### config.mk
export PLATFORM = sky130hd
export DESIGN_NAME = pbs_top
export DESIGN_NICKNAME = d
export VERILOG_FILES = /design/src/pbs_pkg.sv /design/src/pbs_reg_if.sv /design/src/pbs_apb_slave.sv /design/src/pbs_pin_cell.sv /design/src/pbs_top.sv
export SDC_FILE = /design/constraint.sdc
export NUM_CORES = 1
export LEC_CHECK = 0
export ABC_AREA = 1
export BUFFER_PORTS_ARGS = -buffer_cell sky130_fd_sc_hd__buf_2
export CAP_MARGIN = 5
export CORE_AREA = 5 5 157 159
export DETAILED_ROUTE_END_ITERATION = 16
export DIE_AREA = 0 0 162 164
export HOLD_SLACK_MARGIN = 0.06
export PLACE_DENSITY = 0.74
export REMOVE_ABC_BUFFERS = 1
export SETUP_SLACK_MARGIN = 0.3
export SLEW_MARGIN = 30
export SYNTH_ARGS = -nofsm -noshare
export SYNTH_HDL_FRONTEND = slang
export SYNTH_SLANG_ARGS = --single-unit
### constraint.sdc
create_clock -name CLK -period 2.4 [get_ports CLK]
set_input_delay 0.6 -clock CLK [delete_from_list [all_inputs] [get_ports CLK]]
set_output_delay 0.6 -clock CLK [all_outputs]
set_load 0.01 [all_outputs]
### src/pbs_pkg.sv
// Constants, types and register map of the port B direction and function selector.
// Assumes an APB master at 100 MHz and an area-0 bus width mode held steady around reset.
package pbs_pkg;
	localparam int PBS_AW = 12;
	localparam logic [11:0] PBS_OFS_DIR_HIGH = 12'h000;
	localparam logic [11:0] PBS_OFS_DIR_LOW = 12'h004;
	localparam logic [11:0] PBS_OFS_FSEL_ONE = 12'h008;
	localparam logic [11:0] PBS_OFS_FSEL_TOP = 12'h024;
	localparam int PBS_NFSEL = 8;
	localparam logic [15:0] PBS_DIR_RESET = 16'h0000;
	localparam logic [15:0] PBS_FSEL_MASK = 16'h3777;
	localparam logic [15:0] PBS_FSEL_ALL1 = 16'h1111;
	localparam logic [15:0] PBS_FSEL_ZERO = 16'h0000;
	localparam logic [1:0] PBS_MODE_32 = 2'h0;
	localparam logic [1:0] PBS_MODE_16 = 2'h1;
	localparam logic [1:0] PBS_MODE_8 = 2'h2;
	localparam int PBS_P31_LSB = 12;
	localparam int PBS_P30_LSB = 8;
	localparam int PBS_P29_LSB = 4;
	localparam int PBS_P28_LSB = 0;
	localparam logic [2:0] PBS_C_PORT = 3'h0;
	localparam logic [2:0] PBS_C_BUS = 3'h1;
	localparam logic [2:0] PBS_C_PINT = 3'h2;
	localparam logic [2:0] PBS_C_SER = 3'h3;
	localparam logic [2:0] PBS_C_TMR = 3'h4;

	typedef enum logic [2:0] {
		PBS_CLS_PORT,
		PBS_CLS_BUS,
		PBS_CLS_IN,
		PBS_CLS_OUT,
		PBS_CLS_IO,
		PBS_CLS_OFF
	} pbs_cls_e;

	// Value a function select takes on power-on reset or deep standby entry.
	function automatic logic [15:0] pbs_fsel_init(input logic [2:0] k, input logic [1:0] mode);
		logic [15:0] v;
		v = PBS_FSEL_ZERO;
		if (k < 3'h2)
		begin
			v = PBS_FSEL_ALL1;
		end
		else if (k < 3'h4)
		begin
			v = (mode == PBS_MODE_32 || mode == PBS_MODE_16) ? PBS_FSEL_ALL1 : PBS_FSEL_ZERO;
		end
		else
		begin
			v = (mode == PBS_MODE_32) ? PBS_FSEL_ALL1 : PBS_FSEL_ZERO;
		end
		return v;
	endfunction : pbs_fsel_init
endpackage : pbs_pkg

### src/pbs_reg_if.sv
// Decoded register access passed from the APB slave to the register file.
// Assumes one clock domain; carries no state.
`timescale 1ns/1ps
`default_nettype none
interface pbs_reg_if;
	logic wr_en;
	logic [3:0] idx;
	logic [15:0] wdata;
	logic [15:0] rdata;
	modport bus (output wr_en, output idx, output wdata, input rdata);
	modport regs (input wr_en, input idx, input wdata, output rdata);
endinterface : pbs_reg_if
`default_nettype wire

### src/pbs_apb_slave.sv
// APB slave front end: decodes word addresses and answers the bus.
// Assumes the register file behind it answers reads combinationally.
`timescale 1ns/1ps
`default_nettype none
module pbs_apb_slave
	import pbs_pkg::*;
(
	input wire logic psel,
	input wire logic penable,
	input wire logic pwrite,
	input wire logic [PBS_AW-1:0] paddr,
	input wire logic [31:0] pwdata,
	input wire logic stall,
	output logic [31:0] prdata,
	output logic pready,
	output logic pslverr,
	pbs_reg_if.bus rb
);
	logic mapped;
	logic access;

	assign mapped = (paddr <= PBS_OFS_FSEL_TOP) && (paddr[1:0] == 2'h0);
	assign access = psel && penable;
	assign pready = !stall;
	assign pslverr = access && !mapped;
	assign rb.idx = paddr[5:2];
	assign rb.wdata = pwdata[15:0];
	assign rb.wr_en = access && pwrite && mapped && pready;
	assign prdata = (access && !pwrite && mapped) ? {16'h0000, rb.rdata} : 32'h0000_0000;
endmodule : pbs_apb_slave
`default_nettype wire

### src/pbs_pin_cell.sv
// One pin's output and input steering for a given function class.
// Assumes the class and direction come from flip-flops in the register file.
`timescale 1ns/1ps
`default_nettype none
module pbs_pin_cell
	import pbs_pkg::*;
(
	input wire pbs_cls_e cls,
	input wire logic dir,
	input wire logic port_o,
	input wire logic bus_o,
	input wire logic bus_oe,
	input wire logic alt_o,
	input wire logic alt_oe,
	input wire logic pin_i,
	output logic pin_o,
	output logic pin_oe,
	output logic bus_i,
	output logic alt_i
);
	always_comb
	begin
		pin_o = 1'b0;
		pin_oe = 1'b0;
		bus_i = 1'b0;
		alt_i = 1'b0;
		unique case (cls)
			PBS_CLS_PORT:
			begin
				pin_o = port_o;
				pin_oe = dir;
			end
			PBS_CLS_BUS:
			begin
				pin_o = bus_o;
				pin_oe = bus_oe;
				bus_i = pin_i;
			end
			PBS_CLS_IN:
			begin
				alt_i = pin_i;
			end
			PBS_CLS_OUT:
			begin
				pin_o = alt_o;
				pin_oe = 1'b1;
			end
			PBS_CLS_IO:
			begin
				pin_o = alt_o;
				pin_oe = alt_oe;
				alt_i = pin_i;
			end
			default:
			begin
				pin_oe = 1'b0;
			end
		endcase
	end
endmodule : pbs_pin_cell
`default_nettype wire

### src/pbs_top.sv
// Port B direction and function selector: registers, reset loading and pin routing.
// Assumes AREA0_MODE is stable at reset release and at deep standby entry.
`timescale 1ns/1ps
`default_nettype none
module pbs_top
	import pbs_pkg::*;
(
	input wire logic CLK,
	input wire logic RST_B,
	input wire logic PSEL,
	input wire logic PENABLE,
	input wire logic PWRITE,
	input wire logic [PBS_AW-1:0] PADDR,
	input wire logic [31:0] PWDATA,
	output logic [31:0] PRDATA,
	output logic PREADY,
	output logic PSLVERR,
	input wire logic [1:0] AREA0_MODE,
	input wire logic DEEP_STANDBY_ENTRY,
	input wire logic [31:0] PIN_IN,
	output logic [31:0] PIN_OUT,
	output logic [31:0] PIN_OE,
	input wire logic [31:0] PORT_OUT,
	output logic [31:0] PORT_IN,
	input wire logic [31:0] DBUS_OUT,
	input wire logic DBUS_OE,
	output logic [31:0] DBUS_IN,
	input wire logic [27:0] ALT_OUT,
	input wire logic [27:0] ALT_OE,
	output logic [27:0] ALT_IN,
	output logic [3:0] PINT_A_IN,
	input wire logic SERIAL3_CLOCK_OUT,
	input wire logic SERIAL3_CLOCK_OE,
	output logic SERIAL3_CLOCK_IN,
	output logic SERIAL3_RECEIVE_IN,
	input wire logic SERIAL3_TRANSMIT_OUT,
	output logic TIMER0_CLOCK_IN,
	output logic TIMER0_RESET_IN,
	input wire logic TIMER0_COMPARE_OUT
);
	pbs_reg_if rb ();
	logic init_pending_reg;
	logic [15:0] dir_high_reg;
	logic [15:0] dir_low_reg;
	logic [15:0] fsel_reg [PBS_NFSEL];
	logic reload;
	logic [31:0] dir_all;
	pbs_cls_e cls [32];
	logic [31:0] alt_o;
	logic [31:0] alt_oe;
	logic [31:0] alt_i;
	logic [2:0] code31;
	logic [2:0] code30;
	logic [2:0] code29;
	logic [2:0] code28;

	////////////////////////////////////////////////////////////////////////////////////////
	// Bus front end. Accesses stall until the mode-dependent values are loaded after reset release; deep standby entry does not stall them.

	pbs_apb_slave u_apb (
		.psel(PSEL),
		.penable(PENABLE),
		.pwrite(PWRITE),
		.paddr(PADDR),
		.pwdata(PWDATA),
		.stall(init_pending_reg),
		.prdata(PRDATA),
		.pready(PREADY),
		.pslverr(PSLVERR),
		.rb(rb.bus)
	);

	////////////////////////////////////////////////////////////////////////////////////////
	// Reset loading. The asynchronous reset clears the registers and sets a flag; the mode-dependent values
	// are loaded by the first clock after release, as on deep standby entry.

	always_ff @(posedge CLK or negedge RST_B)
	begin
		if (!RST_B)
		begin
			init_pending_reg <= 1'b1;
		end
		else
		begin
			init_pending_reg <= 1'b0;
		end
	end

	assign reload = init_pending_reg || DEEP_STANDBY_ENTRY;

	////////////////////////////////////////////////////////////////////////////////////////
	// Direction registers. Deep standby entry also clears them.

	always_ff @(posedge CLK or negedge RST_B)
	begin
		if (!RST_B)
		begin
			dir_high_reg <= PBS_DIR_RESET;
		end
		else if (DEEP_STANDBY_ENTRY)
		begin
			dir_high_reg <= PBS_DIR_RESET;
		end
		else if (rb.wr_en && rb.idx == PBS_OFS_DIR_HIGH[5:2])
		begin
			dir_high_reg <= rb.wdata;
		end
	end

	always_ff @(posedge CLK or negedge RST_B)
	begin
		if (!RST_B)
		begin
			dir_low_reg <= PBS_DIR_RESET;
		end
		else if (DEEP_STANDBY_ENTRY)
		begin
			dir_low_reg <= PBS_DIR_RESET;
		end
		else if (rb.wr_en && rb.idx == PBS_OFS_DIR_LOW[5:2])
		begin
			dir_low_reg <= rb.wdata;
		end
	end

	assign dir_all = {dir_high_reg, dir_low_reg};

	////////////////////////////////////////////////////////////////////////////////////////
	// Function-select registers, one through the top one at consecutive words.

	for (genvar g = 0; g < PBS_NFSEL; g++)
	begin : g_fsel
		localparam logic [3:0] IDX = PBS_OFS_FSEL_ONE[5:2] + 4'(g);
		always_ff @(posedge CLK or negedge RST_B)
		begin
			if (!RST_B)
			begin
				fsel_reg[g] <= PBS_FSEL_ZERO;
			end
			else if (reload)
			begin
				fsel_reg[g] <= pbs_fsel_init(3'(g), AREA0_MODE);
			end
			else if (rb.wr_en && rb.idx == IDX)
			begin
				fsel_reg[g] <= rb.wdata & PBS_FSEL_MASK;
			end
		end
	end

	////////////////////////////////////////////////////////////////////////////////////////
	// Read-back.

	always_comb
	begin
		rb.rdata = 16'h0000;
		if (rb.idx == PBS_OFS_DIR_HIGH[5:2])
		begin
			rb.rdata = dir_high_reg;
		end
		else if (rb.idx == PBS_OFS_DIR_LOW[5:2])
		begin
			rb.rdata = dir_low_reg;
		end
		else if (rb.idx <= PBS_OFS_FSEL_TOP[5:2])
		begin
			rb.rdata = fsel_reg[3'(rb.idx - PBS_OFS_FSEL_ONE[5:2])] & PBS_FSEL_MASK;
		end
	end

	////////////////////////////////////////////////////////////////////////////////////////
	// Pin classes. Pins 27 to 0 use a generic decode; pins 31 to 28 the full one.

	assign code31 = {1'b0, fsel_reg[7][PBS_P31_LSB +: 2]};
	assign code30 = fsel_reg[7][PBS_P30_LSB +: 3];
	assign code29 = fsel_reg[7][PBS_P29_LSB +: 3];
	assign code28 = fsel_reg[7][PBS_P28_LSB +: 3];

	always_comb
	begin
		logic [2:0] c;
		c = 3'h0;
		for (int i = 0; i < 28; i++)
		begin
			c = fsel_reg[i / 4][(i % 4) * 4 +: 3];
			if (c == PBS_C_PORT)
			begin
				cls[i] = PBS_CLS_PORT;
			end
			else if (c == PBS_C_BUS)
			begin
				cls[i] = PBS_CLS_BUS;
			end
			else if (c <= PBS_C_TMR)
			begin
				cls[i] = PBS_CLS_IO;
			end
			else
			begin
				cls[i] = PBS_CLS_OFF;
			end
		end
		unique case (code31)
			PBS_C_PORT: cls[31] = PBS_CLS_PORT;
			PBS_C_BUS: cls[31] = PBS_CLS_BUS;
			PBS_C_PINT: cls[31] = PBS_CLS_IN;
			default: cls[31] = PBS_CLS_OFF;
		endcase
		unique case (code30)
			PBS_C_PORT: cls[30] = PBS_CLS_PORT;
			PBS_C_BUS: cls[30] = PBS_CLS_BUS;
			PBS_C_PINT: cls[30] = PBS_CLS_IN;
			PBS_C_SER: cls[30] = PBS_CLS_IO;
			PBS_C_TMR: cls[30] = PBS_CLS_IN;
			default: cls[30] = PBS_CLS_OFF;
		endcase
		unique case (code29)
			PBS_C_PORT: cls[29] = PBS_CLS_PORT;
			PBS_C_BUS: cls[29] = PBS_CLS_BUS;
			PBS_C_PINT: cls[29] = PBS_CLS_IN;
			PBS_C_SER: cls[29] = PBS_CLS_IN;
			PBS_C_TMR: cls[29] = PBS_CLS_IN;
			default: cls[29] = PBS_CLS_OFF;
		endcase
		unique case (code28)
			PBS_C_PORT: cls[28] = PBS_CLS_PORT;
			PBS_C_BUS: cls[28] = PBS_CLS_BUS;
			PBS_C_PINT: cls[28] = PBS_CLS_IN;
			PBS_C_SER: cls[28] = PBS_CLS_OUT;
			PBS_C_TMR: cls[28] = PBS_CLS_OUT;
			default: cls[28] = PBS_CLS_OFF;
		endcase
	end

	assign alt_o[27:0] = ALT_OUT;
	assign alt_oe[27:0] = ALT_OE;
	assign alt_o[28] = (code28 == PBS_C_SER) ? SERIAL3_TRANSMIT_OUT : TIMER0_COMPARE_OUT;
	assign alt_oe[28] = 1'b1;
	assign alt_o[29] = 1'b0;
	assign alt_oe[29] = 1'b0;
	assign alt_o[30] = SERIAL3_CLOCK_OUT;
	assign alt_oe[30] = SERIAL3_CLOCK_OE;
	assign alt_o[31] = 1'b0;
	assign alt_oe[31] = 1'b0;

	for (genvar p = 0; p < 32; p++)
	begin : g_pin
		pbs_pin_cell u_cell (
			.cls(cls[p]),
			.dir(dir_all[p]),
			.port_o(PORT_OUT[p]),
			.bus_o(DBUS_OUT[p]),
			.bus_oe(DBUS_OE),
			.alt_o(alt_o[p]),
			.alt_oe(alt_oe[p]),
			.pin_i(PIN_IN[p]),
			.pin_o(PIN_OUT[p]),
			.pin_oe(PIN_OE[p]),
			.bus_i(DBUS_IN[p]),
			.alt_i(alt_i[p])
		);
	end

	////////////////////////////////////////////////////////////////////////////////////////
	// Interrupt, serial and timer inputs see the pin only while their own code is selected; PORT_IN always sees it.

	assign PORT_IN = PIN_IN;
	assign ALT_IN = alt_i[27:0];
	assign PINT_A_IN[3] = alt_i[31] && (code31 == PBS_C_PINT);
	assign PINT_A_IN[2] = alt_i[30] && (code30 == PBS_C_PINT);
	assign PINT_A_IN[1] = alt_i[29] && (code29 == PBS_C_PINT);
	assign PINT_A_IN[0] = alt_i[28] && (code28 == PBS_C_PINT);
	assign SERIAL3_CLOCK_IN = alt_i[30] && (code30 == PBS_C_SER);
	assign TIMER0_CLOCK_IN = alt_i[30] && (code30 == PBS_C_TMR);
	assign SERIAL3_RECEIVE_IN = alt_i[29] && (code29 == PBS_C_SER);
	assign TIMER0_RESET_IN = alt_i[29] && (code29 == PBS_C_TMR);

	////////////////////////////////////////////////////////////////////////////////////////
	// Checks.

	property p_dstby_dir;
		@(posedge CLK) disable iff (!RST_B)
		DEEP_STANDBY_ENTRY |=> (dir_high_reg == PBS_DIR_RESET) && (dir_low_reg == PBS_DIR_RESET);
	endproperty
	a_dstby_dir: assert property (p_dstby_dir) else $error("direction not cleared");

	property p_dir_write;
		@(posedge CLK) disable iff (!RST_B)
		(rb.wr_en && rb.idx == PBS_OFS_DIR_HIGH[5:2] && !DEEP_STANDBY_ENTRY)
			|=> dir_high_reg == $past(rb.wdata);
	endproperty
	a_dir_write: assert property (p_dir_write) else $error("direction write lost");

	property p_dir_hold;
		@(posedge CLK) disable iff (!RST_B)
		(!rb.wr_en && !reload)[*2] |-> $stable(dir_low_reg) && $stable(fsel_reg[7]);
	endproperty
	a_dir_hold: assert property (p_dir_hold) else $error("register changed unasked");

	property p_low_init;
		@(posedge CLK) disable iff (!RST_B)
		$fell(init_pending_reg) |-> fsel_reg[0] == PBS_FSEL_ALL1 && fsel_reg[1] == PBS_FSEL_ALL1;
	endproperty
	a_low_init: assert property (p_low_init) else $error("low selects not loaded");

	property p_mode8;
		@(posedge CLK) disable iff (!RST_B)
		(DEEP_STANDBY_ENTRY && AREA0_MODE == PBS_MODE_8)
			|=> fsel_reg[2] == PBS_FSEL_ZERO && fsel_reg[7] == PBS_FSEL_ZERO;
	endproperty
	a_mode8: assert property (p_mode8) else $error("8-bit mode load wrong");

	property p_mode32;
		@(posedge CLK) disable iff (!RST_B)
		(DEEP_STANDBY_ENTRY && AREA0_MODE == PBS_MODE_32) |=> code31 == {2'h0, PBS_C_BUS[0]}
			&& code28 == PBS_C_BUS;
	endproperty
	a_mode32: assert property (p_mode32) else $error("top fields not on bus code");

	property p_pin0_out;
		@(posedge CLK) disable iff (!RST_B)
		(fsel_reg[0][2:0] == PBS_C_PORT && dir_low_reg[0]) |-> PIN_OE[0] && PIN_OUT[0] == PORT_OUT[0];
	endproperty
	a_pin0_out: assert property (p_pin0_out) else $error("port output not driven");

	property p_dir_ignored;
		@(posedge CLK) disable iff (!RST_B)
		(code31 == PBS_C_PINT && dir_high_reg[15]) |-> !PIN_OE[31] && PINT_A_IN[3] == PIN_IN[31];
	endproperty
	a_dir_ignored: assert property (p_dir_ignored) else $error("direction not ignored");

	property p_pin30_clk;
		@(posedge CLK) disable iff (!RST_B)
		code30 == PBS_C_SER |-> PIN_OE[30] == SERIAL3_CLOCK_OE && SERIAL3_CLOCK_IN == PIN_IN[30];
	endproperty
	a_pin30_clk: assert property (p_pin30_clk) else $error("serial clock misrouted");

	property p_pin29_tmr;
		@(posedge CLK) disable iff (!RST_B)
		code29 == PBS_C_TMR |-> !PIN_OE[29] && TIMER0_RESET_IN == PIN_IN[29] && !SERIAL3_RECEIVE_IN;
	endproperty
	a_pin29_tmr: assert property (p_pin29_tmr) else $error("timer reset misrouted");

	property p_pin28_tx;
		@(posedge CLK) disable iff (!RST_B)
		code28 == PBS_C_SER |-> PIN_OE[28] && PIN_OUT[28] == SERIAL3_TRANSMIT_OUT;
	endproperty
	a_pin28_tx: assert property (p_pin28_tx) else $error("transmit misrouted");

	property p_resv_read;
		@(posedge CLK) disable iff (!RST_B)
		(PSEL && PENABLE && !PWRITE && PREADY && PADDR == PBS_OFS_FSEL_TOP)
			|-> (PRDATA[15:0] & ~PBS_FSEL_MASK) == 16'h0000 && PRDATA[31:16] == 16'h0000;
	endproperty
	a_resv_read: assert property (p_resv_read) else $error("reserved bits read set");

	property p_prohib;
		@(posedge CLK) disable iff (!RST_B)
		code30 > PBS_C_TMR |-> !PIN_OE[30] && !TIMER0_CLOCK_IN && !SERIAL3_CLOCK_IN;
	endproperty
	a_prohib: assert property (p_prohib) else $error("prohibited code drives pin");
endmodule : pbs_top
`default_nettype wire

==> results of run 1 <==
critical path: stages:
cell	delay [ps]
buf_12	110
inv_6	30
buf_8	120
nand2_4	70
buf_6	120
nor2_1	40
nor2_1	140
nand2_1	110
nand2_2	80
nand3_2	80
a21oi_2	140
buf_2	150
repair_timing:
item	CTS	global route
setup endpoints to repair	75	88
pin swaps	38	66
setup buffers	37	48
resized for setup	154	230
hold buffers	0	0
cloned	0	1
power groups by stage:
stage | combinational (mW) | sequential [mW] | clock (mW)
5_1_grt | 2.20 | 2.33 | 2.67
3_5_place_dp | 1.59 | 2.31 | 0
6_report | 2.01 | 2.32 | 2.56
3_3_place_gp | 1.57 | 2.31 | 0
2_1_floorplan | 0.819 | 2.26 | 0
4_1_cts | 1.75 | 2.29 | 2.56
layout by cell type (no fill, tap or decap), types with 36 or more instances in the layout:
cell	instances
nand3_1	254
dfrtp_2	55
buf_4	116
nor2_4	40
nand2_1	487
nor2_1	105
buf_2	358
buf_6	36
inv_1	108
dfrtp_1	65
metal layers:
metal  wire length (um)  global-route usage, %  vias to the layer above  part of all wire [%]
li1                   -                      -                     5673                     -
met1              15660                  35.58                     5552                    38
met2              20420                  50.76                      656                    49
met3               3605                  5.370                      116                   8.7
met4               1864                  12.38                        0                   4.5
met5                  0                      0                        -                     0
layout make-up:
cell class              instances  area share, %
clock buffers                  22          3.332
clock inverters                10         0.8621
inverters                     139          3.906
multi-input cells            1143          42.79
flip-flops and latches        121          22.23
well taps                     290          2.604
repair buffers                526          24.23
repair inverters                1        0.04490
logic make-up (layout without fill, tap and decap cells):
family / after synthesis / in the layout / synth area share (%)
xor+xnor: 1 / 1 / 0.08563
flops: 121 / 121 / 29.61
simple gates: 1028 / 1028 / 43.64
other cells: 1 / 17 / 0.03666
buf+inv: 372 / 698 / 21.17
compound gates: 97 / 97 / 5.455
final timing paths:
check	from	endpoint	slack (ps)	depth (start not counted)
worst max-delay path	PADDR[2]	PRDATA[9]	-8	12
worst min-delay path	RST_B	dir_high_reg[11]$_DFFE_PN0P_	120	1
worst max register to register	init_pending_reg$_DFF_PN1_	fsel_reg[102]$_DFFE_PN0P_	600	5
worst min register to register	code31[1]$_DFFE_PN0P_	code31[1]$_DFFE_PN0P_	510	2
max in group asynchronous	RST_B	init_pending_reg$_DFF_PN1_	1570	2
min in group CLK	PWDATA[7]	dir_high_reg[7]$_DFFE_PN0P_	500	5
through the flow:
step	util, %	cell area, um2	hold WS [ps]	worst slack [ps]	cells
after floorplan	-	8650	304.4	-3136	1403
after global placement	49.62	11470	482.9	-196.2	2134
after detailed placement	49.62	11470	501.0	-204.0	2134
after CTS	55.30	12790	114.5	8.219	2203
after global routing	60.26	13930	137.9	-74.97	2252
final	60.26	13930	116.5	-8.115	2252
==> flow_metrics.env, run 1 <==
export IMPL_drt_antenna_violating_nets=0
export IMPL_drtIter0Drc=845
export IMPL_failing_checks="setup timing"
export IMPL_final_min_clock_period_ps=2408
export IMPL_antenna_cells_inserted=0
export IMPL_power_total_mw=6.893
export IMPL_cell_chosen_for_the_clock_root="clkbuf_16"
export IMPL_total_of_fill_cells_in_the_finished_design=2118
export IMPL_ys_warn_count=0
export IMPL_dominantRegCellSynth="dfrtp_1"
export IMPL_cts_num_sinks=121
export IMPL_drv_max_cap_violation_count=0
export IMPL_post_synth_main_area_contributors="dfrtp_1, nand2_1, nand3_1"
export IMPL_tritoncts_clock_tree="done"
export IMPL_wl_mm=41.55
export IMPL_cp_start_kind="input pin"
export IMPL_synth_top_cells_by_count="nand2_1, nand3_1, buf_4, nor2_1, inv_1"
export IMPL_worst_hold_check_path_type="in -> async"
export IMPL_final_critical_path_setup_slack_ps=-8.115
export IMPL_largest_area_contributor_in_the_netlist="dfrtp_1"
export IMPL_clkPwrFrac_pct=37.2
export IMPL_routed_via_count=12000
export IMPL_synth_seq_cells=121
export IMPL_globalRouteOverflowTotal=0
export IMPL_globalRouteTotalUtil_pct=29.18
export IMPL_finalNetCount=2158
export IMPL_post_route_drc_count=0
export IMPL_timing_final_hold_violations=0
export IMPL_routed_wire_length_per_instance_um=18.45
export IMPL_numPortBuffers=374
export IMPL_start_util_pct=44.24
export IMPL_synth_edff_count=0
export IMPL_clock_skew_final_ps=11.47
export IMPL_die_footprint_um2=26570
export IMPL_max_clock_freq_mhz=415.3
export IMPL_async_flop_share_pct=100.0
export IMPL_antenna_found_initial=1
export IMPL_setup_violations_final=1
export IMPL_die_h_um=164
export IMPL_largest_register_ff_count=77
export IMPL_fp_dieW_um=162
export IMPL_hpwlAfterDp_mm=31.02
export IMPL_outcome="complete, but fails checks"
export IMPL_arrival_ps=1810
export IMPL_avgSynthCellArea_um2=6.315
export IMPL_seq_area_um2=3098
export IMPL_final_layout_size_suffix_gt1_share_pct=42.86
export IMPL_route_detailed_vias_per_inst=5.327
export IMPL_top_level_ports=407
export IMPL_setup_repair_after_global_routing_missed_its_margin="true"
export IMPL_switching_share_pct=33.50
export IMPL_syn_inst=1620
export IMPL_clk_insertion_delay_late_ps=430
export IMPL_htree_levels=4
export IMPL_finalWeightedCongestion=0.9266
export IMPL_cp_required_ps=1800
export IMPL_synth_top_area_share_pct=29.35
export IMPL_numCtsBuffers=17
export IMPL_power_report_internal_total_mw=4.584
export IMPL_grt_max_degree=53
export IMPL_num_rows=56
export IMPL_vdd_ir_drop_max_v=0.0004139
export IMPL_synth_seq_area_share_pct=29.61
export IMPL_powerDensity_nw_per_um2=494.7
export IMPL_p_switching_mw=2.309
export IMPL_cts_max_path_buffers=2
export IMPL_min_period_over_period_pct=100.3
export IMPL_design_core_area_um2=23120
export IMPL_grt_pass1_vias=11190
export IMPL_report_final_slew_viol_count=0
export IMPL_static_leakage_power_nw=7.636
export IMPL_firstDrtPassIters=7
export IMPL_worst_setup_path_end_kind="primary output"
export IMPL_worst_path_max_fanout=6
export IMPL_areaGrowthSynthToFinish_pct=36.20
export IMPL_multi_input_area_um2=5962
export IMPL_worst_pin_slew_ps=573.0
export IMPL_pwr_share_seq_pct=33.6
export IMPL_timing_setup_tns_ps=-8.115
export IMPL_power_share_combinational_pct=29.2
export IMPL_global_route_wire_length_before_repair_mm=60.51
export IMPL_slew_headroom_pct=61.74
export IMPL_path_class="in -> out"
export IMPL_clkSlewWorstSetupHoldPaths_ps=50
export IMPL_post_synth_top_count_cell="nand2_1"
export IMPL_yosys_cell_types_count=31
export IMPL_syn_cell_area_um2=10230
(Power assumes the default switching activity.)
==> inputs of run 2 (changes only) <==
Settings changed: SKIP_LAST_GASP set to 1.
==> run 2 against run 1 <==
Net effect:
- the run still ends with setup timing left
- via count decreased by 1.1%
- non-clock buffer count unchanged
- register-to-register slack improved by 20 ps
- worst hold slack improved by 0.81 ps
- count of clock-buffer cells in the layout unchanged
- clock skew decreased by 1.0 ps
- die area unchanged
- cell count unchanged
- critical path depth decreased by 2
- power decreased by 0.61%
- combinational power about the same
- maximum frequency decreased by 0.33%
- critical endpoint is now PRDATA[8]
- highest routed layer unchanged
==> flow_metrics.env, run 2 (synthesized netlist as in run 1, its figures left out) <==
export IMPL_tritoncts_clock_tree="done"
export IMPL_switching_share_pct=33.44
export IMPL_powerDensity_nw_per_um2=498.3
export IMPL_die_h_um=164
export IMPL_cp_start_kind="input pin"
export IMPL_worst_setup_slack_before_clock_tree_synthesis_ps=-204.0
export IMPL_largest_register_ff_count=77
export IMPL_numPortBuffers=374
export IMPL_antenna_found_initial=2
export IMPL_hpwlAfterDp_mm=31.02
export IMPL_worst_path_bufs_invs=6
export IMPL_numCtsBuffers=17
export IMPL_final_layout_size_suffix_gt1_share_pct=41.79
export IMPL_cts_max_path_buffers=2
export IMPL_commonest_non_fill_non_tap_cell_in_the_layout="nand2_1"
export IMPL_failing_checks="setup timing"
export IMPL_firstDrtPassIters=5
export IMPL_worst_pin_slew_ps=569.7
export IMPL_start_util_pct=44.24
export IMPL_drt_antenna_violating_nets=0
export IMPL_drv_max_cap_violation_count=0
export IMPL_design_core_area_um2=23120
export IMPL_number_of_cells_in_the_design_after_placement=2134
export IMPL_cp_required_ps=1800
export IMPL_drtIter0Drc=872
export IMPL_grt_pass1_vias=11190
export IMPL_cp_cell_sequence="buf_12 > inv_4 > buf_6 > nand2_2 > nor2_4 > buf_8 > buf_12 > a21oi_1 > a21oi_1 > buf_2"
export IMPL_wl_mm=41.47
export IMPL_vdd_ir_drop_max_v=0.0003976
export IMPL_critical_path_cell_count=10
export IMPL_crit_path_slowest_cell="a21oi_1"
export IMPL_worst_reg2reg_path_length_in_cells=5
export IMPL_htree_levels=4
export IMPL_antenna_cells_inserted=0
export IMPL_num_rows=56
export IMPL_clkSlewWorstSetupHoldPaths_ps=60
export IMPL_ctsHoldBuffers=0
export IMPL_grt_max_degree=53
export IMPL_worst_hold_check_path_type="in -> async"
export IMPL_timing_final_hold_violations=0
export IMPL_die_footprint_um2=26570
export IMPL_post_route_drc_count=0
export IMPL_report_final_slew_viol_count=0
export IMPL_p_switching_mw=2.291
export IMPL_clock_skew_final_ps=10.43
export IMPL_fp_dieW_um=162
export IMPL_routed_via_count=11860
export IMPL_cts_num_sinks=121
export IMPL_globalRouteOverflowTotal=0
export IMPL_route_detailed_vias_per_inst=5.267
export IMPL_finalNetCount=2158
export IMPL_critical_path_max_stage_delay_ps=270
export IMPL_final_critical_path_setup_slack_ps=-16.15
export IMPL_cell_chosen_for_the_clock_root="clkbuf_16"
export IMPL_fin_worst_hold_slack_ps=117.3
export IMPL_critical_path_reg2reg_endpoint="fsel_reg[102]$_DFFE_PN0P_"
export IMPL_static_leakage_power_nw=7.579
export IMPL_critical_path_top_delay_family="buffers and inverters"
export IMPL_setup_repair_after_global_routing_missed_its_margin="true"
export IMPL_most_common_layout_cells="nand2_1, buf_2, nand3_1"
export IMPL_max_clock_freq_mhz=413.9
export IMPL_finalWeightedCongestion=0.9266
export IMPL_top_level_ports=407
export IMPL_routed_wire_length_per_instance_um=18.41
export IMPL_setup_slack_of_the_most_critical_reg_to_reg_path_ps=620
export IMPL_worst_r2r_startpoint="init_pending_reg$_DFF_PN1_"
export IMPL_worst_setup_path_end_kind="primary output"
export IMPL_power_share_combinational_pct=28.8
export IMPL_power_report_internal_total_mw=4.560
export IMPL_worst_path_max_fanout=7
export IMPL_outcome="complete, but fails checks"
export IMPL_pwr_share_seq_pct=33.7
export IMPL_globalRouteTotalUtil_pct=29.18
export IMPL_path_class="in -> out"
export IMPL_clkPwrFrac_pct=37.4
export IMPL_areaGrowthSynthToFinish_pct=34.41
export IMPL_setup_violations_final=3
export IMPL_min_period_over_period_pct=100.7
export IMPL_global_route_wire_length_before_repair_mm=60.51
export IMPL_slew_headroom_pct=61.96
export IMPL_fin_cells=2252
export IMPL_clk_insertion_delay_late_ps=430
export IMPL_arrival_ps=1820
export IMPL_final_min_clock_period_ps=2416
run 2: changes by cell type in the layout (fill, tap and decap cells not counted), moves of 4 or more:
cell     before  now
buf_2       358  362
dfrtp_2      55   50
dfrtp_1      65   70
nor2_4       40   36
buf_6        36   27
buf_4       116  123
run 2: worst max-delay path by stage:
stage	startpoint	end	slack, ps
2_1_floorplan	DEEP_STANDBY_ENTRY	code28[0]$_DFFE_PN0P_	-3140
3_3_place_gp	PADDR[2]	PRDATA[9]	-200
3_5_place_dp	PADDR[2]	PRDATA[4]	-200
4_1_cts	PADDR[2]	PRDATA[9]	8
5_1_grt	fsel_reg[74]$_DFFE_PN0P_	PRDATA[10]	-80
6_report	PADDR[2]	PRDATA[8]	-20
run 2: area by class of cell:
cell class	instances	area (um2)
Timing Repair Buffer	526	3317
Clock inverter	10	120.1
Tap cell	290	362.8
Sequential cell	121	3092
Fill cell	2160	9373
Clock buffer	22	464.2
Multi-Input combinational cell	1143	5846
Timing Repair inverter	1	6.256
Inverter	139	541.8
run 2: what timing repair did:
| item | in CTS | in global routing |
|---|---|---|
| pin swaps | 38 | 58 |
| setup endpoints to repair | 75 | 88 |
| resized for setup | 154 | 183 |
| cloned | 0 | 1 |
| buffers inserted | 37 | 48 |
run 2: through the flow:
stage | util, % | instance area, um2 | TNS (ps) | power (mW)
after floorplan | - | 8650 | -272320 | 3.079
after global placement | 49.62 | 11470 | -1659 | 3.881
after detailed placement | 49.62 | 11470 | -1722 | 3.903
after CTS | 55.30 | 12790 | 0 | 6.609
after global routing | 59.46 | 13750 | -612.6 | 7.155
final | 59.46 | 13750 | -26.18 | 6.851
run 2: power by group through the flow:
stage,sequential (mW),combinational [mW],clock [mW]
global route,2.33,2.16,2.67
finish,2.31,1.98,2.56
CTS,2.29,1.75,2.56
floorplan,2.26,0.819,0
detailed placement,2.31,1.59,0
global placement,2.31,1.57,0
run 2: worst reg2reg max path, cell delays in order, from the launching register on:
cell	delay, ps
dfstp_2	420
nor2_4	130
buf_4	470
nand2_1	430
nand2_1	150
nand2_1	70
run 2: per-layer routing:
metal | global-route usage (%) | share of wire, % | vias to the layer above
met5 | 0 | 0 | -
met4 | 12.38 | 4.6 | 0
met3 | 5.370 | 8.4 | 114
met2 | 50.76 | 49 | 614
met1 | 35.58 | 38 | 5471
li1 | - | - | 5662
==> inputs of run 3 (changes only) <==
Settings changed: SETUP_SLACK_MARGIN 0.3 to 0.4.
==> run 3 against run 2 <==
Net effect:
- the flow now finishes without violations
- flip-flop and latch count did not move
- sequential share of layout area shrank 0.86 points
- clock power hardly changed
- wire length up 1.9%
- global-route usage is 0.37 points higher
- combinational power up 6%
- utilization grew 2.5 points
- maximum frequency grew 0.92%
- worst hold slack about the same
- critical path depth rose by 2
- die area unchanged
- sequential power about the same
- critical endpoint is now PRDATA[9]
==> flow_metrics.env, run 3 (synthesized netlist as in run 1, its figures left out) <==
export IMPL_areaGrowthSynthToFinish_pct=40.06
export IMPL_max_clock_freq_mhz=417.7
export IMPL_pwr_share_seq_pct=33.2
export IMPL_worst_reg2reg_path_length_in_cells=5
export IMPL_power_total_mw=6.977
export IMPL_min_period_over_period_pct=99.76
export IMPL_antenna_cells_inserted=0
export IMPL_final_std_cell_area_no_fill_um2=14330
export IMPL_clock_skew_final_ps=12.04
export IMPL_worst_hold_check_path_type="in -> async"
export IMPL_top_level_ports=407
export IMPL_design_core_area_um2=23120
export IMPL_worst_setup_path_end_kind="primary output"
export IMPL_worst_r2r_startpoint="init_pending_reg$_DFF_PN1_"
export IMPL_report_final_slew_viol_count=0
export IMPL_die_h_um=164
export IMPL_cts_num_sinks=121
export IMPL_start_util_pct=44.24
export IMPL_global_route_wire_length_before_repair_mm=61.33
export IMPL_drt_antenna_violating_nets=0
export IMPL_post_route_util_pct=61.96
export IMPL_grt_pass1_vias=11350
export IMPL_number_of_cells_in_the_design_after_placement=2134
export IMPL_multi_input_area_um2=6128
export IMPL_clk_insertion_delay_late_ps=430
export IMPL_route_detailed_vias_per_inst=5.304
export IMPL_drv_max_cap_violation_count=0
export IMPL_largest_register_ff_count=77
export IMPL_hpwlAfterDp_mm=31.02
export IMPL_total_of_fill_cells_in_the_finished_design=2084
export IMPL_gr_usage_met3_pct=5.144
export IMPL_path_class="in -> out"
export IMPL_grt_max_degree=53
export IMPL_crit_path_slowest_cell="buf_2"
export IMPL_setup_violations_final=0
export IMPL_post_route_drc_count=0
export IMPL_worst_path_max_fanout=6
export IMPL_fin_cells=2280
export IMPL_tritoncts_clock_tree="done"
export IMPL_finalNetCount=2186
export IMPL_power_share_combinational_pct=30.0
export IMPL_timing_final_hold_violations=0
export IMPL_cp_start_kind="input pin"
export IMPL_setup_slack_of_the_most_critical_reg_to_reg_path_ps=600
export IMPL_static_leakage_power_nw=7.831
export IMPL_most_common_layout_cells="nand2_1, buf_2, nand3_1"
export IMPL_placedInstanceArea_um2=11470
export IMPL_final_min_clock_period_ps=2394
export IMPL_clkSlewWorstSetupHoldPaths_ps=60
export IMPL_fin_worst_hold_slack_ps=117.6
export IMPL_routed_wire_length_per_instance_um=18.53
export IMPL_htree_levels=4
export IMPL_critical_path_max_stage_delay_ps=150
export IMPL_final_layout_size_suffix_gt1_share_pct=45.23
export IMPL_fp_dieW_um=162
export IMPL_commonest_non_fill_non_tap_cell_in_the_layout="nand2_1"
export IMPL_die_footprint_um2=26570
export IMPL_antenna_found_initial=1
export IMPL_setup_repair_after_global_routing_missed_its_margin="true"
export IMPL_worst_pin_slew_ps=579.7
export IMPL_routed_via_count=12090
export IMPL_drtIter0Drc=924
export IMPL_cell_chosen_for_the_clock_root="clkbuf_16"
export IMPL_cp_cell_sequence="buf_12 > inv_6 > buf_6 > nand2_4 > buf_6 > nor2_1 > nor2_1 > nand2_1 > nand2_1 > nand3_2 > a21oi_2 > buf_2"
export IMPL_cts_max_path_buffers=2
export IMPL_cp_required_ps=1800
export IMPL_globalRouteTotalUtil_pct=29.54
export IMPL_wl_mm=42.26
export IMPL_powerDensity_nw_per_um2=486.9
export IMPL_numCtsBuffers=17
export IMPL_switching_share_pct=33.64
export IMPL_ctsHoldBuffers=0
export IMPL_globalRouteOverflowTotal=0
export IMPL_outcome="finished, final reports clean"
export IMPL_arrival_ps=1790
export IMPL_num_rows=56
export IMPL_slew_headroom_pct=61.30
export IMPL_p_switching_mw=2.347
export IMPL_numPortBuffers=374
export IMPL_vdd_ir_drop_max_v=0.0003903
export IMPL_critical_path_reg2reg_endpoint="fsel_reg[102]$_DFFE_PN0P_"
export IMPL_power_report_internal_total_mw=4.630
export IMPL_met1_usage_pct=35.96
export IMPL_grt_busiest_layer="met2"
export IMPL_seq_area_um2=3098
export IMPL_finalWeightedCongestion=0.9266
export IMPL_met2_usage_pct=51.66
export IMPL_clkPwrFrac_pct=36.8
export IMPL_firstDrtPassIters=6
[run 3: per-layer routing]
| layer | share of wire, % | routed length (um) |
|---|---|---|
| met4 | 4.4 | 1854 |
| met2 | 49 | 20800 |
| met1 | 38 | 15940 |
| met5 | 0 | 0 |
| met3 | 8.6 | 3654 |
[run 3: how the worst max path moves through the flow]
stage | end | startpoint | slack [ps]
2_1_floorplan | code28[0]$_DFFE_PN0P_ | DEEP_STANDBY_ENTRY | -3140
3_3_place_gp | PRDATA[9] | PADDR[2] | -200
3_5_place_dp | PRDATA[4] | PADDR[2] | -200
4_1_cts | PRDATA[0] | PADDR[2] | 10
5_1_grt | PRDATA[0] | fsel_reg[64]$_DFFE_PN0P_ | -90
6_report | PRDATA[9] | PADDR[2] | 6
[run 3: power groups by stage]
stage                     Combinational (mW)  Clock, mW  Sequential [mW]
after detailed placement                1.59          0             2.31
after global routing                    2.28       2.67             2.33
after CTS                               1.84       2.56             2.30
after floorplan                        0.819          0             2.26
final                                   2.09       2.56             2.32
after global placement                  1.57          0             2.31
[run 3: final cells by class]
type | instances | share of cell area, %
Multi-Input combinational cell | 1143 | 42.77
Timing Repair Buffer | 555 | 25.12
Sequential cell | 121 | 21.62
Inverter | 139 | 3.869
Clock buffer | 22 | 3.240
Tap cell | 290 | 2.533
Clock inverter | 10 | 0.8384
[run 3: what timing repair did]
action | in CTS | in global routing
pin swaps | 55 | 76
cloned | 0 | 0
buffers inserted | 54 | 60
gates resized for setup | 241 | 196
setup endpoints to repair | 111 | 124
[run 3: worst max-delay path, delay by kind of cell]
family	cells	cell delay (ps)
AOI/OAI and AO/OA	1	140
buffers and inverters	5	530
and+or+nand+nor	6	500
[run 3: stage by stage]
stage / setup slack, ps / setup TNS, ps
floorplan: -3136 / -272320
global placement: -196.2 / -1659
detailed placement: -204.0 / -1722
CTS: 12.32 / 0
global route: -92.63 / -435.0
finish: 5.789 / 0
